File: config.mk
export PLATFORM = sky130hd
export DESIGN_NAME = mrt_monitor
export DESIGN_NICKNAME = d
export VERILOG_FILES = /design/src/design/mrt_pkg.sv /design/src/design/mrt_sync2.sv /design/src/design/mrt_smbus_slave.sv /design/src/design/mrt_monitor.sv
export VERILOG_INCLUDE_DIRS = /design/src /design/src/design
export SDC_FILE = /design/constraint.sdc
export NUM_CORES = 2
export LEC_CHECK = 0
export ABC_AREA = 1
export BUFFER_PORTS_ARGS = -buffer_cell sky130_fd_sc_hd__buf_2
export CAP_MARGIN = 20
export CORE_MARGIN = 5
export CORE_UTILIZATION = 59
export DETAILED_ROUTE_END_ITERATION = 6
export PLACE_DENSITY = 0.87
export SLEW_MARGIN = 20
export SYNTH_ARGS = -nofsm -noshare
export SYNTH_HDL_FRONTEND = slang
export SYNTH_SLANG_ARGS = --single-unit
export TNS_END_PERCENT = 50
File: constraint.sdc
create_clock -name clock -period 10.7 [get_ports clock]
set_clock_uncertainty 0.05 [all_clocks]
set_input_delay 0.535 -clock clock [delete_from_list [all_inputs] [get_ports clock]]
set_output_delay 0.535 -clock clock [all_outputs]
set_load 0.02 [all_outputs]
File: src/design/mrt_cfg.svh
// Offsets, field positions, defaults and timing of the monitor block
`ifndef MRT_CFG_SVH
`define MRT_CFG_SVH
`define MRT_CLK_NS 20
`define MRT_RR_NS 1000000
`define MRT_ADDR_BASE 7'h40
`define MRT_CMD_OT_FAULT 8'h4F
`define MRT_CMD_OT_WARN 8'h51
`define MRT_CMD_VIN_OV 8'h57
`define MRT_CMD_VIN_UV 8'h58
`define MRT_CMD_STAT_TEMP 8'h7D
`define MRT_CMD_VIN 8'h88
`define MRT_CMD_TEMP 8'h8D
`define MRT_CMD_VAUX 8'hD0
`define MRT_CMD_IIN 8'hD1
`define MRT_CMD_PIN 8'hD2
`define MRT_CMD_IIN_OC 8'hD3
`define MRT_CMD_PIN_OP 8'hD4
`define MRT_CMD_PIN_PEAK 8'hD5
`define MRT_CMD_CLR_PEAK 8'hD6
`define MRT_CMD_SETUP 8'hD9
`define MRT_CMD_VAUX_OV 8'hE0
`define MRT_CMD_AVG_BASE 8'hE1
`define MRT_DEF_OT_FAULT 16'h0960
`define MRT_DEF_OT_WARN 16'h07D0
`define MRT_DEF_HI_LIM 16'h0FFF
`define MRT_DEF_LO_LIM 16'h0000
`define MRT_DEF_SETUP 8'h00
`define MRT_SETUP_GAIN 2
`define MRT_SETUP_AVG_LSB 4
`define MRT_SETUP_SWRST 7
`define MRT_STAT_OT_FAULT 7
`define MRT_STAT_OT_WARN 6
`define MRT_FS_LO_MV 30
`define MRT_FS_HI_MV 60
`endif

File: src/design/mrt_pkg.sv
// Types shared by the monitor block
package mrt_pkg;
  typedef logic [11:0] mrt_code_t;
  typedef logic [15:0] mrt_word_t;
  typedef enum logic [2:0] {
    SEQ_IDLE = 3'h0,
    SEQ_VIN = 3'h1,
    SEQ_IIN = 3'h2,
    SEQ_VAUX = 3'h3,
    SEQ_TLO = 3'h4,
    SEQ_THI = 3'h5
  } mrt_seq_e;
  typedef enum logic [2:0] {
    BUS_IDLE = 3'h0,
    BUS_ADDR = 3'h1,
    BUS_ACK = 3'h2,
    BUS_WR = 3'h3,
    BUS_RD = 3'h4,
    BUS_RACK = 3'h5
  } mrt_bus_e;
endpackage

File: src/design/mrt_sync2.sv
// Two-flop synchroniser for pin levels
`timescale 1ns/1ps
module mrt_sync2 #(
  parameter int W = 1,
  parameter logic [W-1:0] RST_VAL = '0
) (
  input wire logic clock,
  input wire logic rst,
  input wire logic [W-1:0] dataIn,
  output logic [W-1:0] dataSyncFf
);
  logic [W-1:0] stage1Ff;

  always_ff @(posedge clock or posedge rst) begin
    if (rst) begin
      stage1Ff <= RST_VAL;
      dataSyncFf <= RST_VAL;
    end else begin
      stage1Ff <= dataIn;
      dataSyncFf <= stage1Ff;
    end
  end
endmodule

File: src/design/mrt_smbus_slave.sv
// Byte-level serial management bus slave
`timescale 1ns/1ps
module mrt_smbus_slave (
  input wire logic clock,
  input wire logic rst,
  input wire logic hold,
  input wire logic sclSync,
  input wire logic sdaSync,
  input wire logic [6:0] devAddr,
  input wire logic addrValid,
  input wire mrt_pkg::mrt_word_t rdWord,
  output logic sdaOeFf,
  output logic rxValidFf,
  output logic rxFirstFf,
  output logic [7:0] rxDataFf
);
  import mrt_pkg::*;

  mrt_bus_e stateFf;
  logic sclPrevFf;
  logic sdaPrevFf;
  logic isReadFf;
  logic firstFf;
  logic nackFf;
  logic rdIdxFf;
  logic [3:0] cntFf;
  logic [7:0] shFf;
  logic [7:0] txFf;
  logic sclRise;
  logic sclFall;
  logic startCond;
  logic stopCond;
  logic [7:0] txByte;

  assign sclRise = sclSync & ~sclPrevFf;
  assign sclFall = ~sclSync & sclPrevFf;
  assign startCond = sclSync & sclPrevFf & sdaPrevFf & ~sdaSync;
  assign stopCond = sclSync & sclPrevFf & ~sdaPrevFf & sdaSync;
  // Low byte goes out first
  assign txByte = rdIdxFf ? rdWord[15:8] : rdWord[7:0];

  always_ff @(posedge clock or posedge rst) begin
    if (rst) begin
      sclPrevFf <= 1'b1;
      sdaPrevFf <= 1'b1;
    end else begin
      sclPrevFf <= sclSync;
      sdaPrevFf <= sdaSync;
    end
  end

  always_ff @(posedge clock or posedge rst) begin
    if (rst) begin
      stateFf <= BUS_IDLE;
      sdaOeFf <= 1'b0;
      rxValidFf <= 1'b0;
      rxFirstFf <= 1'b0;
      rxDataFf <= 8'h00;
      isReadFf <= 1'b0;
      firstFf <= 1'b0;
      nackFf <= 1'b0;
      rdIdxFf <= 1'b0;
      cntFf <= 4'h0;
      shFf <= 8'h00;
      txFf <= 8'h00;
    end else if (hold) begin
      stateFf <= BUS_IDLE;
      sdaOeFf <= 1'b0;
      rxValidFf <= 1'b0;
    end else begin
      rxValidFf <= 1'b0;
      if (startCond) begin
        stateFf <= BUS_ADDR;
        cntFf <= 4'h0;
        sdaOeFf <= 1'b0;
      end else if (stopCond) begin
        stateFf <= BUS_IDLE;
        sdaOeFf <= 1'b0;
      end else if (sclRise) begin
        if ((stateFf == BUS_ADDR || stateFf == BUS_WR) && cntFf != 4'h8) begin
          shFf <= {shFf[6:0], sdaSync};
          cntFf <= cntFf + 4'h1;
        end else if (stateFf == BUS_RD) begin
          cntFf <= cntFf + 4'h1;
        end else if (stateFf == BUS_RACK) begin
          nackFf <= sdaSync;
        end
      end else if (sclFall) begin
        unique case (stateFf)
          BUS_IDLE: stateFf <= BUS_IDLE;
          BUS_ADDR: if (cntFf == 4'h8) begin
            if (addrValid && shFf[7:1] == devAddr) begin
              sdaOeFf <= 1'b1;
              isReadFf <= shFf[0];
              firstFf <= ~shFf[0];
              rdIdxFf <= 1'b0;
              stateFf <= BUS_ACK;
            end else begin
              stateFf <= BUS_IDLE;
            end
          end
          BUS_WR: if (cntFf == 4'h8) begin
            rxDataFf <= shFf;
            rxFirstFf <= firstFf;
            rxValidFf <= 1'b1;
            firstFf <= 1'b0;
            sdaOeFf <= 1'b1;
            stateFf <= BUS_ACK;
          end
          BUS_ACK: begin
            cntFf <= 4'h0;
            if (isReadFf) begin
              txFf <= txByte;
              sdaOeFf <= ~txByte[7];
              stateFf <= BUS_RD;
            end else begin
              sdaOeFf <= 1'b0;
              stateFf <= BUS_WR;
            end
          end
          BUS_RD: if (cntFf == 4'h8) begin
            sdaOeFf <= 1'b0;
            rdIdxFf <= ~rdIdxFf;
            stateFf <= BUS_RACK;
          end else begin
            sdaOeFf <= ~txFf[3'h7 - cntFf[2:0]];
          end
          BUS_RACK: if (nackFf) begin
            stateFf <= BUS_IDLE;
          end else begin
            txFf <= txByte;
            sdaOeFf <= ~txByte[7];
            cntFf <= 4'h0;
            stateFf <= BUS_RD;
          end
          default: stateFf <= BUS_IDLE;
        endcase
      end
    end
  end
endmodule

File: src/design/mrt_monitor.sv
// Monitor reset sequencing, telemetry sequencer and alarm logic
//
// What this block does
// - Enable low: low-current state, bus commands addressed to us ignored.
// - Enable low is a full reset; rising enable restores every default.
// - Enable reads as enabled when the pin is left floating.
// - Held in reset until both rails pass power-on; rail loss clears all.
// - Address from three three-level straps, latched after enable and POR.
// - Software reset bit in the setup register resets all volatile state except the latched address.
// - Software reset keeps the latched address; only hardware resets resample.
// - Diode excitation pulses high once a millisecond; temperature from step.
// - Temperature read command returns the latest temperature result.
// - Alert pulled low while temperature exceeds warn limit (default 07D0).
// - Fault status set while temperature exceeds fault limit (default 0960).
// - Warn and fault limits each writable through their own commands.
// - Warn limits for voltage, aux, current, power, temperature raise alert.
// - Track peak input power; programmable averages of five channels.
// - Range bit selects 30 mV full scale when clear, 60 mV when set.
// - Every telemetry channel refreshed once per millisecond round.
`timescale 1ns/1ps
`include "mrt_cfg.svh"
module mrt_monitor #(
  parameter int RR_CYC = `MRT_RR_NS / `MRT_CLK_NS
) (
  input wire logic clock,
  input wire logic rst,
  input wire logic enablePin,
  input wire logic vddPorOk,
  input wire logic vrefPorOk,
  input wire logic [1:0] addrStrapBit0,
  input wire logic [1:0] addrStrapBit1,
  input wire logic [1:0] addrStrapBit2,
  input wire logic sclPin,
  input wire logic sdaPinIn,
  output logic sdaPinOut,
  output logic sdaPinOe,
  output logic alertLineOut,
  output logic alertLineOe,
  output logic adcStart,
  output logic [2:0] adcChan,
  input wire logic adcDone,
  input wire mrt_pkg::mrt_code_t adcData,
  output logic diodeHighCurrent,
  output logic currentRangeHigh,
  output logic lowPower,
  output logic otFault
);
  import mrt_pkg::*;

  localparam int TW = $clog2(RR_CYC + 1);
  localparam int NLIM = 7;
  localparam int NAVG = 5;

  // ----------------------------------------------------------------
  // Helpers
  // ----------------------------------------------------------------
  // Straps read 0 ground, 1 open, 2 supply; code 3 is taken as open
  function automatic logic [6:0] strapVal(input logic [1:0] s);
    strapVal = (s == 2'h3) ? 7'h01 : {5'h00, s};
  endfunction

  function automatic logic [7:0] limCode(input int i);
    case (i)
      0: limCode = `MRT_CMD_OT_FAULT;
      1: limCode = `MRT_CMD_OT_WARN;
      2: limCode = `MRT_CMD_VIN_OV;
      3: limCode = `MRT_CMD_VIN_UV;
      4: limCode = `MRT_CMD_IIN_OC;
      5: limCode = `MRT_CMD_PIN_OP;
      default: limCode = `MRT_CMD_VAUX_OV;
    endcase
  endfunction

  function automatic mrt_word_t limDefault(input int i);
    case (i)
      0: limDefault = `MRT_DEF_OT_FAULT;
      1: limDefault = `MRT_DEF_OT_WARN;
      3: limDefault = `MRT_DEF_LO_LIM;
      default: limDefault = `MRT_DEF_HI_LIM;
    endcase
  endfunction

  // Averaging trades response time for noise; k of zero passes through
  function automatic mrt_code_t avgStep(
    input mrt_code_t a,
    input mrt_code_t x,
    input logic [2:0] k
  );
    logic signed [12:0] d;
    d = $signed({1'b0, x}) - $signed({1'b0, a});
    d = d >>> k;
    avgStep = mrt_code_t'($signed({1'b0, a}) + d);
  endfunction

  // ----------------------------------------------------------------
  // Pin synchronisers
  // ----------------------------------------------------------------
  logic [8:0] ctlSync;
  logic [1:0] busSync;

  // Enable resets to one so a floating pin keeps the part running
  mrt_sync2 #(.W(9), .RST_VAL(9'h100)) uCtlSync (
    .clock(clock),
    .rst(rst),
    .dataIn({enablePin, vddPorOk, vrefPorOk, addrStrapBit2,
             addrStrapBit1, addrStrapBit0}),
    .dataSyncFf(ctlSync)
  );

  mrt_sync2 #(.W(2), .RST_VAL(2'h3)) uBusSync (
    .clock(clock),
    .rst(rst),
    .dataIn({sclPin, sdaPinIn}),
    .dataSyncFf(busSync)
  );

  // ----------------------------------------------------------------
  // Reset sequencing and address capture
  // ----------------------------------------------------------------
  logic hwHold;
  logic funcClr;
  logic swRstFf;
  logic addrValidFf;
  logic [6:0] devAddrFf;

  assign hwHold = ~ctlSync[8] | ~ctlSync[7] | ~ctlSync[6];
  assign funcClr = hwHold | swRstFf;
  assign lowPower = hwHold;

  always_ff @(posedge clock or posedge rst) begin
    if (rst) begin
      addrValidFf <= 1'b0;
      devAddrFf <= 7'h00;
    end else if (hwHold) begin
      addrValidFf <= 1'b0;
    end else if (!addrValidFf) begin
      addrValidFf <= 1'b1;
      devAddrFf <= `MRT_ADDR_BASE + strapVal(ctlSync[1:0])
        + 7'(3 * strapVal(ctlSync[3:2]))
        + 7'(9 * strapVal(ctlSync[5:4]));
    end
  end

  // ----------------------------------------------------------------
  // Bus slave and command staging
  // ----------------------------------------------------------------
  logic sdaOe;
  logic rxValid;
  logic rxFirst;
  logic [7:0] rxData;
  mrt_word_t rdWord;
  logic [7:0] cmdFf;
  logic [7:0] wrLoFf;
  logic wrIdxFf;
  logic wrCommit;
  logic setupCommit;
  mrt_word_t wrWord;

  mrt_smbus_slave uSlave (
    .clock(clock),
    .rst(rst),
    .hold(funcClr),
    .sclSync(busSync[1]),
    .sdaSync(busSync[0]),
    .devAddr(devAddrFf),
    .addrValid(addrValidFf),
    .rdWord(rdWord),
    .sdaOeFf(sdaOe),
    .rxValidFf(rxValid),
    .rxFirstFf(rxFirst),
    .rxDataFf(rxData)
  );

  assign sdaPinOut = 1'b0;
  assign sdaPinOe = sdaOe;
  assign wrWord = {rxData, wrLoFf};
  assign wrCommit = rxValid & ~rxFirst & wrIdxFf;
  assign setupCommit = rxValid & ~rxFirst & ~wrIdxFf
    & (cmdFf == `MRT_CMD_SETUP);

  always_ff @(posedge clock or posedge rst) begin
    if (rst) begin
      cmdFf <= 8'h00;
      wrLoFf <= 8'h00;
      wrIdxFf <= 1'b0;
    end else if (funcClr) begin
      cmdFf <= 8'h00;
      wrIdxFf <= 1'b0;
    end else if (rxValid && rxFirst) begin
      cmdFf <= rxData;
      wrIdxFf <= 1'b0;
    end else if (rxValid) begin
      wrLoFf <= rxData;
      wrIdxFf <= ~wrIdxFf;
    end
  end

  // ----------------------------------------------------------------
  // Setup register and software reset
  // ----------------------------------------------------------------
  logic [7:0] setupFf;

  // Reset bit is a one-shot and never reads back as set
  always_ff @(posedge clock or posedge rst) begin
    if (rst) begin
      swRstFf <= 1'b0;
    end else begin
      swRstFf <= setupCommit & rxData[`MRT_SETUP_SWRST];
    end
  end

  always_ff @(posedge clock or posedge rst) begin
    if (rst) begin
      setupFf <= `MRT_DEF_SETUP;
    end else if (funcClr) begin
      setupFf <= `MRT_DEF_SETUP;
    end else if (setupCommit) begin
      setupFf <= rxData & ~(8'h01 << `MRT_SETUP_SWRST);
    end
  end

  assign currentRangeHigh = setupFf[`MRT_SETUP_GAIN];

  // ----------------------------------------------------------------
  // Limit registers
  // ----------------------------------------------------------------
  mrt_word_t limFf [NLIM];

  always_ff @(posedge clock or posedge rst) begin
    if (rst) begin
      for (int i = 0; i < NLIM; i++) begin
        limFf[i] <= limDefault(i);
      end
    end else if (funcClr) begin
      for (int i = 0; i < NLIM; i++) begin
        limFf[i] <= limDefault(i);
      end
    end else if (wrCommit) begin
      for (int i = 0; i < NLIM; i++) begin
        if (cmdFf == limCode(i)) begin
          limFf[i] <= wrWord;
        end
      end
    end
  end

  // ----------------------------------------------------------------
  // Acquisition sequencer
  // ----------------------------------------------------------------
  mrt_seq_e seqFf;
  logic [TW-1:0] tickCntFf;
  logic adcStartFf;
  logic roundDoneFf;
  logic sampleValidFf;
  mrt_code_t vinFf;
  mrt_code_t iinFf;
  mrt_code_t vauxFf;
  mrt_code_t pinFf;
  mrt_code_t tLoFf;
  mrt_code_t tempFf;
  mrt_code_t peakFf;
  logic [23:0] prod;

  assign prod = vinFf * adcData;
  assign adcStart = adcStartFf;
  assign adcChan = 3'(seqFf);
  assign diodeHighCurrent = (seqFf == SEQ_THI);

  always_ff @(posedge clock or posedge rst) begin
    if (rst) begin
      tickCntFf <= '0;
    end else if (funcClr || tickCntFf == TW'(RR_CYC - 1)) begin
      tickCntFf <= '0;
    end else begin
      tickCntFf <= tickCntFf + TW'(1);
    end
  end

  // A round that overruns the tick is not restarted; the tick is lost
  always_ff @(posedge clock or posedge rst) begin
    if (rst) begin
      seqFf <= SEQ_IDLE;
      adcStartFf <= 1'b0;
      roundDoneFf <= 1'b0;
      vinFf <= '0;
      iinFf <= '0;
      vauxFf <= '0;
      pinFf <= '0;
      tLoFf <= '0;
      tempFf <= '0;
    end else if (funcClr) begin
      seqFf <= SEQ_IDLE;
      adcStartFf <= 1'b0;
      roundDoneFf <= 1'b0;
      vinFf <= '0;
      iinFf <= '0;
      vauxFf <= '0;
      pinFf <= '0;
      tLoFf <= '0;
      tempFf <= '0;
    end else begin
      adcStartFf <= 1'b0;
      roundDoneFf <= 1'b0;
      unique case (seqFf)
        SEQ_IDLE: if (tickCntFf == TW'(RR_CYC - 1)) begin
          seqFf <= SEQ_VIN;
          adcStartFf <= 1'b1;
        end
        SEQ_VIN: if (adcDone) begin
          vinFf <= adcData;
          seqFf <= SEQ_IIN;
          adcStartFf <= 1'b1;
        end
        SEQ_IIN: if (adcDone) begin
          iinFf <= adcData;
          pinFf <= prod[23:12];
          seqFf <= SEQ_VAUX;
          adcStartFf <= 1'b1;
        end
        SEQ_VAUX: if (adcDone) begin
          vauxFf <= adcData;
          seqFf <= SEQ_TLO;
          adcStartFf <= 1'b1;
        end
        SEQ_TLO: if (adcDone) begin
          tLoFf <= adcData;
          seqFf <= SEQ_THI;
          adcStartFf <= 1'b1;
        end
        SEQ_THI: if (adcDone) begin
          tempFf <= adcData - tLoFf;
          seqFf <= SEQ_IDLE;
          roundDoneFf <= 1'b1;
        end
        default: seqFf <= SEQ_IDLE;
      endcase
    end
  end

  // ----------------------------------------------------------------
  // Peak power and averaging
  // ----------------------------------------------------------------
  mrt_code_t avgFf [NAVG];
  mrt_code_t chanVal [NAVG];
  logic clrPeak;

  assign chanVal[0] = vinFf;
  assign chanVal[1] = iinFf;
  assign chanVal[2] = pinFf;
  assign chanVal[3] = tempFf;
  assign chanVal[4] = vauxFf;
  assign clrPeak = rxValid & rxFirst & (rxData == `MRT_CMD_CLR_PEAK);

  always_ff @(posedge clock or posedge rst) begin
    if (rst) begin
      peakFf <= '0;
    end else if (funcClr) begin
      peakFf <= '0;
    end else if (roundDoneFf && (clrPeak || pinFf > peakFf)) begin
      peakFf <= pinFf;
    end else if (clrPeak) begin
      peakFf <= '0;
    end
  end

  always_ff @(posedge clock or posedge rst) begin
    if (rst) begin
      for (int i = 0; i < NAVG; i++) begin
        avgFf[i] <= '0;
      end
    end else if (funcClr) begin
      for (int i = 0; i < NAVG; i++) begin
        avgFf[i] <= '0;
      end
    end else if (roundDoneFf) begin
      for (int i = 0; i < NAVG; i++) begin
        avgFf[i] <= avgStep(avgFf[i], chanVal[i],
          setupFf[`MRT_SETUP_AVG_LSB +: 3]);
      end
    end
  end

  // ----------------------------------------------------------------
  // Alarm comparison
  // ----------------------------------------------------------------
  logic warnTemp;
  logic warnAny;
  logic alertFf;
  logic otFaultFf;

  assign warnTemp = {4'h0, tempFf} > limFf[1];
  assign warnAny = warnTemp
    | ({4'h0, vinFf} > limFf[2])
    | ({4'h0, vinFf} < limFf[3])
    | ({4'h0, iinFf} > limFf[4])
    | ({4'h0, pinFf} > limFf[5])
    | ({4'h0, vauxFf} > limFf[6]);

  // Compare only after a full round so stale zeros raise nothing
  always_ff @(posedge clock or posedge rst) begin
    if (rst) begin
      sampleValidFf <= 1'b0;
      alertFf <= 1'b0;
      otFaultFf <= 1'b0;
    end else if (funcClr) begin
      sampleValidFf <= 1'b0;
      alertFf <= 1'b0;
      otFaultFf <= 1'b0;
    end else begin
      if (roundDoneFf) begin
        sampleValidFf <= 1'b1;
      end
      alertFf <= sampleValidFf & warnAny;
      otFaultFf <= sampleValidFf
        & ({4'h0, tempFf} > limFf[0]);
    end
  end

  assign alertLineOut = 1'b0;
  assign alertLineOe = alertFf;
  assign otFault = otFaultFf;

  // ----------------------------------------------------------------
  // Read data
  // ----------------------------------------------------------------
  always_comb begin
    rdWord = 16'h0000;
    case (cmdFf)
      `MRT_CMD_TEMP: rdWord = {4'h0, tempFf};
      `MRT_CMD_VIN: rdWord = {4'h0, vinFf};
      `MRT_CMD_IIN: rdWord = {4'h0, iinFf};
      `MRT_CMD_VAUX: rdWord = {4'h0, vauxFf};
      `MRT_CMD_PIN: rdWord = {4'h0, pinFf};
      `MRT_CMD_PIN_PEAK: rdWord = {4'h0, peakFf};
      `MRT_CMD_SETUP: rdWord = {8'h00, setupFf};
      `MRT_CMD_STAT_TEMP: begin
        rdWord[`MRT_STAT_OT_FAULT] = otFaultFf;
        rdWord[`MRT_STAT_OT_WARN] = sampleValidFf & warnTemp;
      end
      default: begin
        for (int i = 0; i < NLIM; i++) begin
          if (cmdFf == limCode(i)) begin
            rdWord = limFf[i];
          end
        end
        for (int i = 0; i < NAVG; i++) begin
          if (cmdFf == `MRT_CMD_AVG_BASE + 8'(i)) begin
            rdWord = {4'h0, avgFf[i]};
          end
        end
      end
    endcase
  end
endmodule

==> impl_results.md <==
* Pwr dens at 102 nW/µm²
* H-tree levels at 2
* Synth top area share at 24.5%
* Clock Path Buffers at 3
* Inserted Diodes at 0
* Fin. max-slew vios at 0
* Via Count at 30300
* Critical Path AT at 5960 ps
* Num CTS Buffers at 42
* Sequential share of the synthesized area at 30.0%
* Synth cell types at 66
* Worst Setup Start Kind: flop
* Total GRT Usage at 35.7%
* Nets@finish at 4741
* Residual DRC count at 0
* Max_cap viols at 0
* Clock root buffer: clkbuf_16
* CTS clock-pin slew for the worst setup and hold paths at 70 ps
* Final hold vios at 0
* Setup CP Type: reg2reg
* Syn Area/Cell at 7.30 µm²
* Setup TNS at 0 ps
* CTS Sinks at 375
* Critical path required time at 11150 ps
* Mapped Area at 31600 µm²
* Die H at 241 µm
* Crit end category: flop
* Ratio of cells with drive above 1 in the final layout at 6.56%
* Worst slew margin at 23.6%
* Fin crit period at 5510 ps
* Post-route ant nets at 0
* Vias in the first global route at 28700
* Critical path cell sequence: nand2_1, fa_1, fa_1, inv_1, ha_1, fa_1, inv_1, fa_1, inv_1, ha_1, nand2_1, inv_1, nand3_1, o21ai_1, nand2_1, a21boi_0, o21ai_0, nand3_1, nand2_1
* Leakage at 17.4 nW
* Maximum vdd ir drop at 0.118 mV
* DP Wirelength at 80100 µm
* Vias/cell at 6.02
* Remaining Overflow, GRT at 0
* Synth top area cells: dfrtp_1 25%, nand2_1 13%, ha_1 12%, inv_1 8.7%, fa_1 7.1%
* Final setup fails at 0
* Crit path largest cell delay at 890 ps
* WL final at 104000 µm
* Slowest stage cell, crit path: dfrtp_1
* Die area at 58200 µm²
* Synth area leader: dfrtp_1
* Pre-antenna DRT Iters at 6
* Main flop type after synthesis: dfrtp_1
* Gate Count Post-Synth at 4325
* R2R Setup Slk at 5190 ps
* GPL Wtd Cong at 1.05
* Filler cells at 4578
* Core ar. at 52800 µm²
* CP Max Fanout at 17
* Site Rows at 84
* Min-Delay Path Class: in2async
* Initial antenna violation count at 7
* Yosys warns at 0
* First-pass GRT wire length at 161000 µm
* CTS tree: yes
* Iter 0 DRT Violations at 3316
* Fin crit share at 51.5%
* Clock Latency Late Sink at 610 ps
* Initial Utilization at 59.8%
* Layout Area Growth over Synthesis at 7.45%
* Post-CTS sizing at 0
* Post-synthesis register bit count at 375
* Number of port buffers at 35
* Fmax at 182 MHz
* Worst slew pin tran at 1140 ps
* Status: complete, no violations
* Io pins at 38
* Largest net degree at the start of global routing at 192
* RSZ-0062 raised after global routing: false
* Dpl cell area at 32300 µm²
* WP buf/inv at 4
* Sequential Area at 9470 µm²
* Top Family by Delay on Critical Path: adder cells
* Finished layout cell area at 33900 µm²
* Die width at 241 µm
* Avg WL per Cell at 20.7 µm
* Synth async-reset ratio at 100%
* Number of synthesized flops with an enable pin at 0
* Footprint of the multi-input gates at 18800 µm²
## worst reg2reg max path, cell delays in order, from the launching register on
cell	delay, ps
dfrtp_1	890
nand2_1	190
fa_1	560
fa_1	530
inv_1	40
ha_1	320
fa_1	540
inv_1	60
fa_1	530
inv_1	40
ha_1	350
nand2_1	130
inv_1	70
nand3_1	90
o21ai_1	340
nand2_1	120
a21boi_0	290
o21ai_0	140
nand3_1	80
nand2_1	50
## placed cells by master (no fill, tap or decap), types with 27 or more instances in the layout
master and n:
a21oi_1 234, a31oi_1 27, buf_2 35, clkbuf_16 42
dfrtp_1 307, dfstp_2 66, fa_1 112, ha_1 290
inv_1 729, nand2_1 1051, nand3_1 238, nand4_1 45
nor2_1 229, nor3_1 59, o21ai_0 396, o22ai_1 79
xor2_1 54
## cell type report
class / count / share of cell area, %
clock buffers: 53 / 3.37
clock inverters: 25 / 0.993
inverters: 746 / 8.28
multi-input cells: 3076 / 55.4
flip-flops and latches: 375 / 27.9
well taps: 688 / 2.54
repair buffers: 72 / 1.52
## cells in the mapped netlist, types with 9 or more instances
cell type and count:
inv_2 11, o211ai_1 24, dfstp_2 66, o2111ai_1 10
nor4_1 24, inv_1 731, a21o_1 11, o221ai_1 16
clkbuf_1 84, o21a_1 10, nor3_1 59, o21ai_0 396
o21bai_1 14, buf_2 25, xor2_1 54, or2_2 22
a31oi_1 28, o21ai_1 13, nand3_1 238, dfrtp_1 309
xnor2_1 9, buf_1 13, fa_1 112, o22ai_1 79
ha_1 290, a21oi_1 237, nor2_2 14, nand4_1 45
nand2_1 1051, nor2_1 229
## repair_timing
item,CTS,global route
hold buffers,11,0
setup buffers,0,0
endpoints found under the hold margin,11,0
## flip-flops by register name (all words and copies together), names as in the netlist, 4 cells and up
name / cells
devAddrFf: 7
peakFf: 12
wrLoFf: 8
tempFf: 12
vinFf: 12
limFf: 112
tickCntFf: 16
uCtlSync.dataSyncFf: 9
pinFf: 12
tLoFf: 12
uSlave.shFf: 8
avgFf: 60
vauxFf: 12
uSlave.cntFf: 4
iinFf: 12
uSlave.rxDataFf: 8
cmdFf: 8
uCtlSync.stage1Ff: 9
uSlave.txFf: 8
setupFf: 7
## logic make-up after synthesis
logic type	count (synthesis)	share of synthesized area [%]
AOI/OAI and AO/OA	872	15.4
adders and majority gates	402	18.6
other	1	0.0119
and+or+nand+nor	1731	23.4
DFF	375	30.0
xor gates and xnor gates	63	1.75
muxes	6	0.194
buffers and inverters	875	10.6
## per-stage QoR
stage / total power, mW / worst slack (ps) / utilization, % / cells / hold WS [ps]
after global routing: 3.59 / 4870 / 64.3 / 5035 / 127
final: 3.47 / 5190 / 64.3 / 5035 / 56.8
after CTS: 3.47 / 5260 / 64.2 / 5034 / 56.5
after floorplan: 1.79 / 5130 / - / 4326 / 281
after global placement: 1.89 / 5350 / 61.1 / 4944 / 283
after detailed placement: 1.91 / 5290 / 61.2 / 4945 / 285
## per-layer routing
layer  track usage, %  vias to the layer above  wire length [µm]
met2             53.2                     1630             44100
met1             47.6                    14200             40600
li1                 -                    14100                 -
met4             19.5                       12              7200
met3             9.57                      412             12400
met5            0.819                        -               126
## path summary, 6_finish.rpt
| path | start | endpoint | cells after the start |
|---|---|---|---|
| max in group asynchronous | rst | avgFf[11] | 5 |
| max | vinFf[4] | pinFf[1] | 19 |
| min in group clock | uCtlSync.stage1Ff[7] | uCtlSync.dataSyncFf[7] | 0 |
| max reg2reg | vinFf[4] | pinFf[1] | 19 |
| min | rst | alertLineOe | 3 |
| min reg2reg | uCtlSync.stage1Ff[7] | uCtlSync.dataSyncFf[7] | 0 |
## power breakdown
group	leakage [nW]	internal (mW)	switching, mW
Sequential	4.95	1.46	0.0309
Combinational	11.8	0.129	0.279
Clock	0.716	0.894	0.675
Total	17.4	2.48	0.985
(Power assumes the default switching activity.)
